**config.mk**
```make
export PLATFORM = sky130hd
export DESIGN_NAME = tca_regs
export DESIGN_NICKNAME = d
export VERILOG_FILES = /design/src/rtl/tca_pkg.sv /design/src/rtl/tca_gpio_pin.sv /design/src/rtl/tca_regs.sv
export SDC_FILE = /design/constraint.sdc
export NUM_CORES = 1
export LEC_CHECK = 0
export ABC_AREA = 1
export BUFFER_PORTS_ARGS = -buffer_cell sky130_fd_sc_hd__buf_4
export CAP_MARGIN = 20
export CELL_PAD_IN_SITES_DETAIL_PLACEMENT = 1
export CELL_PAD_IN_SITES_GLOBAL_PLACEMENT = 2
export CORE_ASPECT_RATIO = 1.2
export CORE_UTILIZATION = 36
export CTS_CLUSTER_SIZE = 8
export DETAILED_ROUTE_END_ITERATION = 7
export GPL_ROUTABILITY_DRIVEN = 1
export GPL_TIMING_DRIVEN = 0
export PLACE_DENSITY_LB_ADDON = 0.1
export SYNTH_ARGS = -nofsm -noshare
export SYNTH_HDL_FRONTEND = slang
export SYNTH_SLANG_ARGS = --single-unit
```
**constraint.sdc**
```tcl
create_clock -name clk_in -period 7.2 [get_ports clk_in]
set_input_delay 0 -clock clk_in [delete_from_list [all_inputs] [get_ports clk_in]]
set_output_delay 0 -clock clk_in [all_outputs]
set_load 0.01 [all_outputs]
```
**src/rtl/tca_pkg.sv**
```systemverilog
/*
 * Shared constants of the ambient compensation register bank: register
 * offsets, field positions, reset values and field codes.
 * Assumes a 10-bit register address space reached over the serial port.
 */
package tca_pkg;

    localparam int          TCA_ADDR_W = 10;
    localparam int          TCA_DATA_W = 16;
    localparam int          TCA_STAGES = 12;

    // ------------------------------------------------------------------
    // register offsets
    // ------------------------------------------------------------------
    localparam logic [9:0]  TCA_OFS_CTRL_A = 10'h002;
    localparam logic [9:0]  TCA_OFS_CTRL_B = 10'h003;
    localparam logic [9:0]  TCA_OFS_CTRL_C = 10'h004;
    localparam logic [9:0]  TCA_OFS_LOWEN  = 10'h005;

    // ------------------------------------------------------------------
    // reset values
    // ------------------------------------------------------------------
    localparam logic [15:0] TCA_RST_CTRL_A = 16'h0FF0;
    localparam logic [15:0] TCA_RST_CTRL_B = 16'h0140;
    localparam logic [15:0] TCA_RST_CTRL_C = 16'hFFFF;
    localparam logic [15:0] TCA_RST_LOWEN  = 16'h0000;

    // ------------------------------------------------------------------
    // field positions
    // ------------------------------------------------------------------
    localparam int          TCA_SKIP_LSB   = 0;
    localparam int          TCA_FPHOLD_LSB = 4;
    localparam int          TCA_LPHOLD_LSB = 8;
    localparam int          TCA_TMO_LSB    = 12;
    localparam int          TCA_FORCE_BIT  = 14;
    localparam int          TCA_RESTART_BIT = 15;
    localparam int          TCA_NEAR_LVL_LSB = 0;
    localparam int          TCA_NEAR_RATE_LSB = 8;
    localparam int          TCA_SLOW_LVL_LSB = 14;
    localparam int          TCA_FPRECAL_LSB = 0;
    localparam int          TCA_LPRECAL_LSB = 10;
    localparam int          TCA_GPIO_SETUP_LSB = 12;
    localparam int          TCA_GPIO_TRIG_LSB = 14;

    // ------------------------------------------------------------------
    // field codes and multipliers
    // ------------------------------------------------------------------
    localparam logic [3:0]  TCA_SKIP_MAX   = 4'hC;
    localparam int          TCA_FP_MULT_SH = 4;   // x16 sequences
    localparam int          TCA_LP_MULT_SH = 2;   // x4 sequences
    localparam logic [3:0]  TCA_TMO_BASE   = 4'h5; // 1.25 = 5 quarters

    localparam logic [1:0]  TCA_GPIO_OFF   = 2'h0;
    localparam logic [1:0]  TCA_GPIO_IN    = 2'h1;
    localparam logic [1:0]  TCA_GPIO_OUT_L = 2'h2;
    localparam logic [1:0]  TCA_GPIO_OUT_H = 2'h3;
    localparam logic [1:0]  TCA_TRIG_NLVL  = 2'h0;
    localparam logic [1:0]  TCA_TRIG_PEDGE = 2'h1;
    localparam logic [1:0]  TCA_TRIG_NEDGE = 2'h2;
    localparam logic [1:0]  TCA_TRIG_PLVL  = 2'h3;

endpackage : tca_pkg

```
**src/rtl/tca_gpio_pin.sv**
```systemverilog
/*
 * General-purpose pin unit: role selection, input synchroniser and
 * trigger detection, output drive.
 * Assumes the pin is asynchronous to clk_in; the pad resolves the wire.
 */
`timescale 1ns/1ps

module tca_gpio_pin
    import tca_pkg::*;
(
    input  wire logic       clk_in,        // system clock
    input  wire logic       rst_b_in,      // async reset, active low
    input  wire logic [1:0] setup_in,      // pin role
    input  wire logic [1:0] trig_in,       // input trigger condition
    input  wire logic       assert_in,     // output asserted request
    input  wire logic       pin_in,        // pad level
    output logic            pin_out,       // pad drive value
    output logic            pin_oe_out,    // pad drive enable
    output logic            trig_out       // input trigger seen
);

    logic       sync1_ff;
    logic       sync2_ff;
    logic       prev_ff;
    logic       pin_ff;
    logic       oe_ff;
    logic       trig_ff;
    logic       nxt_trig;
    wire        is_input = (setup_in == TCA_GPIO_IN);

    // ------------------------------------------------------------------
    // synchroniser; only sync2_ff and later stages are looked at
    // ------------------------------------------------------------------
    always_ff @(posedge clk_in or negedge rst_b_in) begin
        if (!rst_b_in) begin
            sync1_ff <= 1'b0;
            sync2_ff <= 1'b0;
            prev_ff  <= 1'b0;
        end else begin
            sync1_ff <= pin_in;
            sync2_ff <= sync1_ff;
            prev_ff  <= sync2_ff;
        end
    end

    // ------------------------------------------------------------------
    // trigger select
    // ------------------------------------------------------------------
    always_comb begin
        nxt_trig = 1'b0;
        if (is_input) begin
            case (trig_in)
                TCA_TRIG_NLVL:  nxt_trig = ~sync2_ff;
                TCA_TRIG_PEDGE: nxt_trig = sync2_ff & ~prev_ff;
                TCA_TRIG_NEDGE: nxt_trig = ~sync2_ff & prev_ff;
                TCA_TRIG_PLVL:  nxt_trig = sync2_ff;
                default:        nxt_trig = 1'b0;
            endcase
        end
    end

    always_ff @(posedge clk_in or negedge rst_b_in) begin
        if (!rst_b_in) begin
            pin_ff  <= 1'b0;
            oe_ff   <= 1'b0;
            trig_ff <= 1'b0;
        end else begin
            oe_ff   <= setup_in[1];
            pin_ff  <= (setup_in == TCA_GPIO_OUT_H) ? assert_in
                                                    : ~assert_in;
            trig_ff <= nxt_trig;
        end
    end

    assign pin_out    = pin_ff;
    assign pin_oe_out = oe_ff;
    assign trig_out   = trig_ff;

endmodule // tca_gpio_pin

```
**src/rtl/tca_regs.sv**
```systemverilog
/*
 * Ambient compensation control registers with their sequence-counting
 * timers, low-threshold interrupt gating and general-purpose pin setup.
 * Assumes a serial-port front end that issues one-cycle read and write
 * strobes on clk_in, and a sequencer that pulses once per sequence.
 */
`timescale 1ns/1ps

module tca_regs
    import tca_pkg::*;
#(
    parameter int STAGES = TCA_STAGES                // conversion steps
) (
    input  wire logic              clk_in,           // 25 MHz clock
    input  wire logic              rst_b_in,         // async reset, low
    input  wire logic [9:0]        reg_addr_in,      // register address
    input  wire logic              reg_wr_in,        // write strobe
    input  wire logic              reg_rd_in,        // read strobe
    input  wire logic [15:0]       reg_wdata_in,     // write data
    output logic [15:0]            reg_rdata_out,    // read data
    input  wire logic              seq_done_in,      // sequence complete
    input  wire logic              full_power_in,    // full power mode
    input  wire logic              near_touch_in,    // proximity seen
    input  wire logic [STAGES-1:0] stage_low_in,     // low threshold hit
    input  wire logic              gpio_assert_in,   // pin output request
    input  wire logic              gpio_pin_in,      // pin level
    output logic                   gpio_pin_out,     // pin drive value
    output logic                   gpio_oe_out,      // pin drive enable
    output logic                   gpio_trig_out,    // pin trigger seen
    output logic                   fifo_admit_out,   // admit this result
    output logic                   cal_suspend_out,  // calibration held
    output logic                   power_drop_out,   // go to low power
    output logic                   force_recal_out,  // recalibrate all
    output logic                   seq_restart_out,  // restart sequencer
    output logic [7:0]             near_recal_lvl_out,  // recal level
    output logic [5:0]             near_rate_out,       // detection rate
    output logic [1:0]             slow_update_lvl_out, // slow update
    output logic [9:0]             fp_recal_time_out,   // full power time
    output logic [5:0]             lp_recal_time_out,   // low power time
    output logic                   low_irq_out       // low irq, high
);

    // ------------------------------------------------------------------
    // register storage and decode
    // ------------------------------------------------------------------
    logic [14:0] ctrl_a_ff;
    logic [15:0] ctrl_b_ff;
    logic [15:0] ctrl_c_ff;
    logic [15:0] lowen_ff;
    logic        restart_ff;
    logic [15:0] rdata_ff;
    logic [3:0]  skip_ff;
    logic [9:0]  hold_ff;
    logic [9:0]  idle_ff;
    logic        drop_ff;
    logic [STAGES-1:0] low_src;

    wire sel_a = (reg_addr_in == TCA_OFS_CTRL_A);
    wire sel_b = (reg_addr_in == TCA_OFS_CTRL_B);
    wire sel_c = (reg_addr_in == TCA_OFS_CTRL_C);
    wire sel_e = (reg_addr_in == TCA_OFS_LOWEN);
    wire wr_a  = reg_wr_in & sel_a;

    wire [15:0] rd_mux = sel_a ? {1'b0, ctrl_a_ff} :
                         sel_b ? ctrl_b_ff :
                         sel_c ? ctrl_c_ff :
                         sel_e ? lowen_ff : 16'h0000;

    always_ff @(posedge clk_in or negedge rst_b_in) begin
        if (!rst_b_in) begin
            ctrl_a_ff <= TCA_RST_CTRL_A[14:0];
            ctrl_b_ff <= TCA_RST_CTRL_B;
            ctrl_c_ff <= TCA_RST_CTRL_C;
            lowen_ff  <= TCA_RST_LOWEN;
        end else if (reg_wr_in) begin
            if (sel_a) ctrl_a_ff <= reg_wdata_in[14:0];
            if (sel_b) ctrl_b_ff <= reg_wdata_in;
            if (sel_c) ctrl_c_ff <= reg_wdata_in;
            if (sel_e) lowen_ff  <= reg_wdata_in;
        end
    end

    // restart bit never stores: it leaves as a one-cycle pulse
    always_ff @(posedge clk_in or negedge rst_b_in) begin
        if (!rst_b_in) begin
            restart_ff <= 1'b0;
            rdata_ff   <= 16'h0000;
        end else begin
            restart_ff <= wr_a & reg_wdata_in[TCA_RESTART_BIT];
            if (reg_rd_in) rdata_ff <= rd_mux;
        end
    end

    // ------------------------------------------------------------------
    // field views
    // ------------------------------------------------------------------
    wire [3:0] skip_raw = ctrl_a_ff[TCA_SKIP_LSB +: 4];
    // an out-of-range count is clamped rather than wrapping
    wire [3:0] skip_n   = (skip_raw > TCA_SKIP_MAX) ? TCA_SKIP_MAX
                                                    : skip_raw;
    wire [3:0] fp_hold  = ctrl_a_ff[TCA_FPHOLD_LSB +: 4];
    wire [3:0] lp_hold  = ctrl_a_ff[TCA_LPHOLD_LSB +: 4];
    wire [1:0] tmo_sel  = ctrl_a_ff[TCA_TMO_LSB +: 2];
    wire [9:0] fp_len   = {2'b00, fp_hold, 4'h0};
    wire [9:0] lp_len   = {4'h0, lp_hold, 2'b00};
    wire [3:0] quarters = TCA_TMO_BASE + {2'b00, tmo_sel};
    // quarters of the full power hold: hold x16 x (5..8) / 4
    wire [9:0] tmo_len  = 10'(fp_hold * quarters * 4'h4);

    // ------------------------------------------------------------------
    // sequence-driven timers
    // ------------------------------------------------------------------
    wire [9:0] hold_len = full_power_in ? fp_len : lp_len;
    wire       admit    = seq_done_in & (skip_ff == 4'h0);

    always_ff @(posedge clk_in or negedge rst_b_in) begin
        if (!rst_b_in) begin
            skip_ff <= 4'h0;
            hold_ff <= 10'h000;
            idle_ff <= 10'h000;
            drop_ff <= 1'b0;
        end else begin
            if (restart_ff)
                skip_ff <= 4'h0;
            else if (seq_done_in)
                skip_ff <= admit ? skip_n : skip_ff - 4'h1;
            if (near_touch_in)
                hold_ff <= hold_len;
            else if (seq_done_in && hold_ff != 10'h000)
                hold_ff <= hold_ff - 10'h001;
            drop_ff <= 1'b0;
            if (near_touch_in || !full_power_in)
                idle_ff <= 10'h000;
            else if (seq_done_in) begin
                if (idle_ff + 10'h001 >= tmo_len) begin
                    idle_ff <= 10'h000;
                    drop_ff <= 1'b1;
                end else
                    idle_ff <= idle_ff + 10'h001;
            end
        end
    end

    // ------------------------------------------------------------------
    // low threshold interrupt gating
    // ------------------------------------------------------------------
    genvar gi;
    generate
        for (gi = 0; gi < STAGES; gi++) begin : g_low
            assign low_src[gi] = lowen_ff[gi] & stage_low_in[gi];
        end
    endgenerate

    logic irq_ff;
    always_ff @(posedge clk_in or negedge rst_b_in) begin
        if (!rst_b_in) irq_ff <= 1'b0;
        else           irq_ff <= |low_src;
    end

    // ------------------------------------------------------------------
    // general-purpose pin
    // ------------------------------------------------------------------
    tca_gpio_pin u_gpio (
        .clk_in     (clk_in),
        .rst_b_in   (rst_b_in),
        .setup_in   (lowen_ff[TCA_GPIO_SETUP_LSB +: 2]),
        .trig_in    (lowen_ff[TCA_GPIO_TRIG_LSB +: 2]),
        .assert_in  (gpio_assert_in),
        .pin_in     (gpio_pin_in),
        .pin_out    (gpio_pin_out),
        .pin_oe_out (gpio_oe_out),
        .trig_out   (gpio_trig_out)
    );

    // ------------------------------------------------------------------
    // outputs
    // ------------------------------------------------------------------
    assign reg_rdata_out       = rdata_ff;
    assign fifo_admit_out      = admit;
    assign cal_suspend_out     = (hold_ff != 10'h000);
    assign power_drop_out      = drop_ff;
    assign force_recal_out     = ctrl_a_ff[TCA_FORCE_BIT];
    assign seq_restart_out     = restart_ff;
    assign near_recal_lvl_out  = ctrl_b_ff[TCA_NEAR_LVL_LSB +: 8];
    assign near_rate_out       = ctrl_b_ff[TCA_NEAR_RATE_LSB +: 6];
    assign slow_update_lvl_out = ctrl_b_ff[TCA_SLOW_LVL_LSB +: 2];
    assign fp_recal_time_out   = ctrl_c_ff[TCA_FPRECAL_LSB +: 10];
    assign lp_recal_time_out   = ctrl_c_ff[TCA_LPRECAL_LSB +: 6];
    assign low_irq_out         = irq_ff;

endmodule // tca_regs
```
==> results.md <==
- The final standard cell area without fillers is about 0.008 mm^2.
- The power per cell area is around 190 mW/mm^2.
- Once layout is complete, the utilization of the core stands at 0.466.
- Setup repair after global routing left no endpoint under its margin.
- The area of placed instances is between 0.007 and 0.008 mm^2.
- The number of antenna violations at the first check in global routing is 0.
- For this run, the post-layout net count is 1007.
- STA classifies the critical path endpoint as a flip-flop.
- The pin slew with the least headroom to its limit is just under 0.7 ns.
- The die is about 120 um wide.
- By area the synthesized netlist is led by dfrtp_1, nand2_1, dfstp_2.
- The number of antenna repair diodes is 0.
- The share of total power dissipated in combinational logic is 0.200.
- The number of iterations in the first detailed-routing pass is 4.
- The internal portion of the total power is 0.00104 W.
- After legalization and detailed placement, the total HPWL measured between 15000 and 20000 um.
- The met3 global-route usage is 0.0283.
- The routed via count is 5638.
- Setup violations remaining at the end of the flow were counted as 0.
- The number of endpoints with negative hold slack in the final report is 0.
- The core region is between 0.015 and 0.02 mm^2.
- The floorplan step defined a die boundary enclosing roughly 0.018 mm^2.
- For this run, the number of Yosys warnings is 0.
- After synthesis, the netlist uses 38 different library cells.
- The maximum ir drop on the vdd rail is about 100 uV.
- The number of global-route vias before repair is around 6.2k.
- The number of clock buffers added by TritonCTS is 9.
- In this run the vertical extent of the chip is 147 um.
- The routed length per placed instance is approximately 17 um.
- The number of nets with antenna violations after detailed routing is 0.
- Synthesis handed over a netlist of between 700 and 800 instances.
- For this run, global-route usage on met1 was measured as 0.280.
- The count of flip-flops with a built-in enable after synthesis is 0.
- In the final layout, the multi-input gates occupy between 0.002 and 0.003 mm^2.
- Entering global routing, the biggest net connects 93 pins.
- The max-slew violation total from the final report is 0.
- The detail-routed via count per cell is a little under 5.
- For this run, design rule violations remaining after detail routing come to 0.
- The achievable frequency is approximately 0.23 GHz.
- The data required time at the worst endpoint is 7.47 ns.
- The register-to-register path setup slack is 2.94 ns.
- The largest total area in the synthesized netlist belongs to dfrtp_1.
- The clock latency on the worst-skew pair is ~0.37 ns.
- The number of port buffers is between 100 and 150.
- Of the total power, the clock network draws 0.338.
- Summed over all nets, the switching power comes to just under 0.0005 W.
- Along the worst path, the maximum fanout reaches 10.
- For this run, the register share of the synthesized area comes to 0.449.
- Relative to the synthesized area, the layout overhead comes to 25.5%.
- In the global route stage, overall resource usage came out at 0.231.
- At the end of routability-driven placement, the weighted congestion stood at between 0.8 and 0.9.
- After the first detailed-routing iteration, the DRC count stood at between 200 and 250.
- Of the post-synthesis cell area, the dominant cell type holds 0.341.
- The smallest clock period supported by the final layout is computed as 4.26 ns.
- The sum of negative setup slack is 0 ns.
- The routing layer with the top usage in global route is met2.
- The CTS clock-pin slew for the worst setup and hold paths is 0.08 ns.
- The cell row count is 52.
- The sequential standard cell area is between 0.002 and 0.003 mm^2.
- The routed design has 19200 um of wire.
- When the netlist entered floorplanning its net count stood at slightly below 900.
- The longest clock path from root to sink contains 2 buffers.
- The min-delay analysis places its worst path in the category input port to flip-flop.
- The share of final-layout standard cells stronger than drive strength 1 is 0.217.
- For this design the top-level I/O count stands at 104.
- Dividing the final minimum period by the clock period gives 0.591.
- The total of fill cells in the finished design is between 2k and 2.5k.
- The cell sitting at the root of the clock tree is a clkbuf_16.
- The data arrival time of the worst path is approximately 4.5 ns.
- In the global route stage, met2 resource usage came out at 0.424.
- The synthesized design contains around 110 register bits.
- The most used flip-flop cell after synthesis is dfrtp_1.
- The category of the worst setup path launch point is a flip-flop.
- TritonCTS built the clock tree.
- Buffers added to address setup during post-CTS repair amount to 0.
- The starting density of the core is 0.372.
- CTS built an H-tree with a depth of 3.
- The switching share of power is 0.322.
- The flow ran to the end, and the final reports show no timing, DRC or antenna violations.
- The count of maximum capacitance violations is 0.
- Counting every sink on the clock net gives approximately 110.
- The critical path class is flip-flop to flip-flop.
- The leakage power total is approximately 4 nW.
- The clock tree skew after final layout is roughly 0.013 ns.
- The proportion of register bits with asynchronous set or reset after synthesis is 1.00.
- The average cell area after synthesis is about 8.0 um^2.
- The first-pass GRT wire length is roughly 32000 um.
- The global-route congestion overflow total is 0.
- The worst slew slack as a fraction of its limit is 0.542.
- The sequential share of power is 0.462.
- The post-synth design cell area is approximately 0.0063 mm^2.
==> synthesized netlist by cell type (all sizes together), types with 2 or more instances <==
cell / count
nand4: 11
ha: 25
nor2: 84
buf: 19
o21ai: 96
xor2: 9
a31oi: 2
clkbuf: 6
xnor2: 4
a21oi: 24
nor3: 13
o2111ai: 3
a221oi: 3
inv: 102
nand2: 214
o22ai: 3
fa: 3
or2: 2
dfstp: 26
dfrtp: 86
nand3: 56
==> metrics by stage <==
stage          hold WS [ns]  total power (W)  std cells  setup WS [ns]
6_report             0.0200          0.00153       1153           2.94
5_1_grt              0.0265          0.00162       1153           2.52
4_1_cts              0.0128          0.00155       1153           2.87
3_5_place_dp         -0.126          0.00101       1114           2.88
3_3_place_gp          0.110         0.000993       1113           3.01
2_1_floorplan        -0.296         0.000895        794           3.57
==> worst paths after layout <==
check | start | to | depth (start not counted)
setup reg to reg | ctrl_a_ff[12] | idle_ff[7] | 16
max in group asynchronous | rst_b_in | ctrl_c_ff[8] | 3
setup / recovery | ctrl_a_ff[12] | idle_ff[7] | 16
hold / removal | reg_wdata_in[5] | lowen_ff[5] | 3
min in group asynchronous | rst_b_in | idle_ff[7] | 2
hold reg to reg | u_gpio.sync1_ff | u_gpio.sync2_ff | 0
==> registers in the layout, summed over array words and instances, names as in the netlist, 4 cells and up <==
name	count
lowen_ff	16
skip_ff	4
ctrl_c_ff	16
ctrl_b_ff	16
ctrl_a_ff	15
hold_ff	10
idle_ff	10
reg_rdata_out	16
==> final cells by class <==
type,instances,share of cell area
plain buffers,25,0.0224
clock buffers,9,0.0284
clock inverters,7,0.00979
inverters,102,0.0483
multi-input cells,555,0.368
flip-flops and latches,112,0.358
well taps,216,0.0341
repair buffers,127,0.131
==> per-layer routing <==
metal  wire [um]  vias up
met2       10300       84
met5           0        -
met1        8260     2714
li1            -     2822
met3         443       18
met4         232        0
==> logic make-up (layout without fill, tap and decap cells) <==
group / after synthesis / count (layout) / synth area share
buffers and inverters: 127 / 270 / 0.0888
other: 1 / 1 / 0.000594
adders and majority gates: 28 / 28 / 0.0591
AOI/OAI and AO/OA: 133 / 133 / 0.121
DFF: 112 / 112 / 0.449
xor gates and xnor gates: 13 / 13 / 0.0180
and+or+nand+nor: 380 / 380 / 0.264
==> power groups by stage <==
stage	clock network [W]	registers, W	logic [W]
finish	0.000517	0.000706	0.000305
global route	0.000556	0.000710	0.000349
detailed placement	0	0.000717	0.000297
CTS	0.000531	0.000706	0.000310
global placement	0	0.000714	0.000278
floorplan	0	0.000709	0.000186
==> critical path, cell delays in order (launching register included) <==
cell and delay (ns):
dfrtp_1 0.48, ha_1 0.33, or2_2 0.33, fa_1 0.51, inv_1 0.04, ha_1 0.28, ha_1 0.37, nand2_1 0.10
nand2_1 0.07, a31oi_1 0.18, xor2_1 0.18, ha_1 0.27, a21oi_1 0.15, nor2_1 0.05, nor2_1 0.14, nand4_1 0.37
o21ai_0 0.30
==> timing repair <==
| item | in CTS | in global routing |
|---|---|---|
| resized for setup | 0 | 0 |
| hold buffers | 23 | 0 |
| hold endpoints to repair | 122 | 0 |
==> cell usage in the layout, fill, tap and decap left out, types with 12 or more instances in the layout <==
cell type / count
o21ai_2: 17
nand2_1: 207
dlygate4sd3_1: 23
a21oi_1: 24
o21ai_0: 61
inv_1: 100
nor3_1: 12
dfrtp_1: 86
nand3_1: 53
nor2_1: 79
ha_1: 25
buf_4: 103
dfstp_2: 26
o21ai_1: 18
Note: power is estimated with default switching activity, not from simulation.
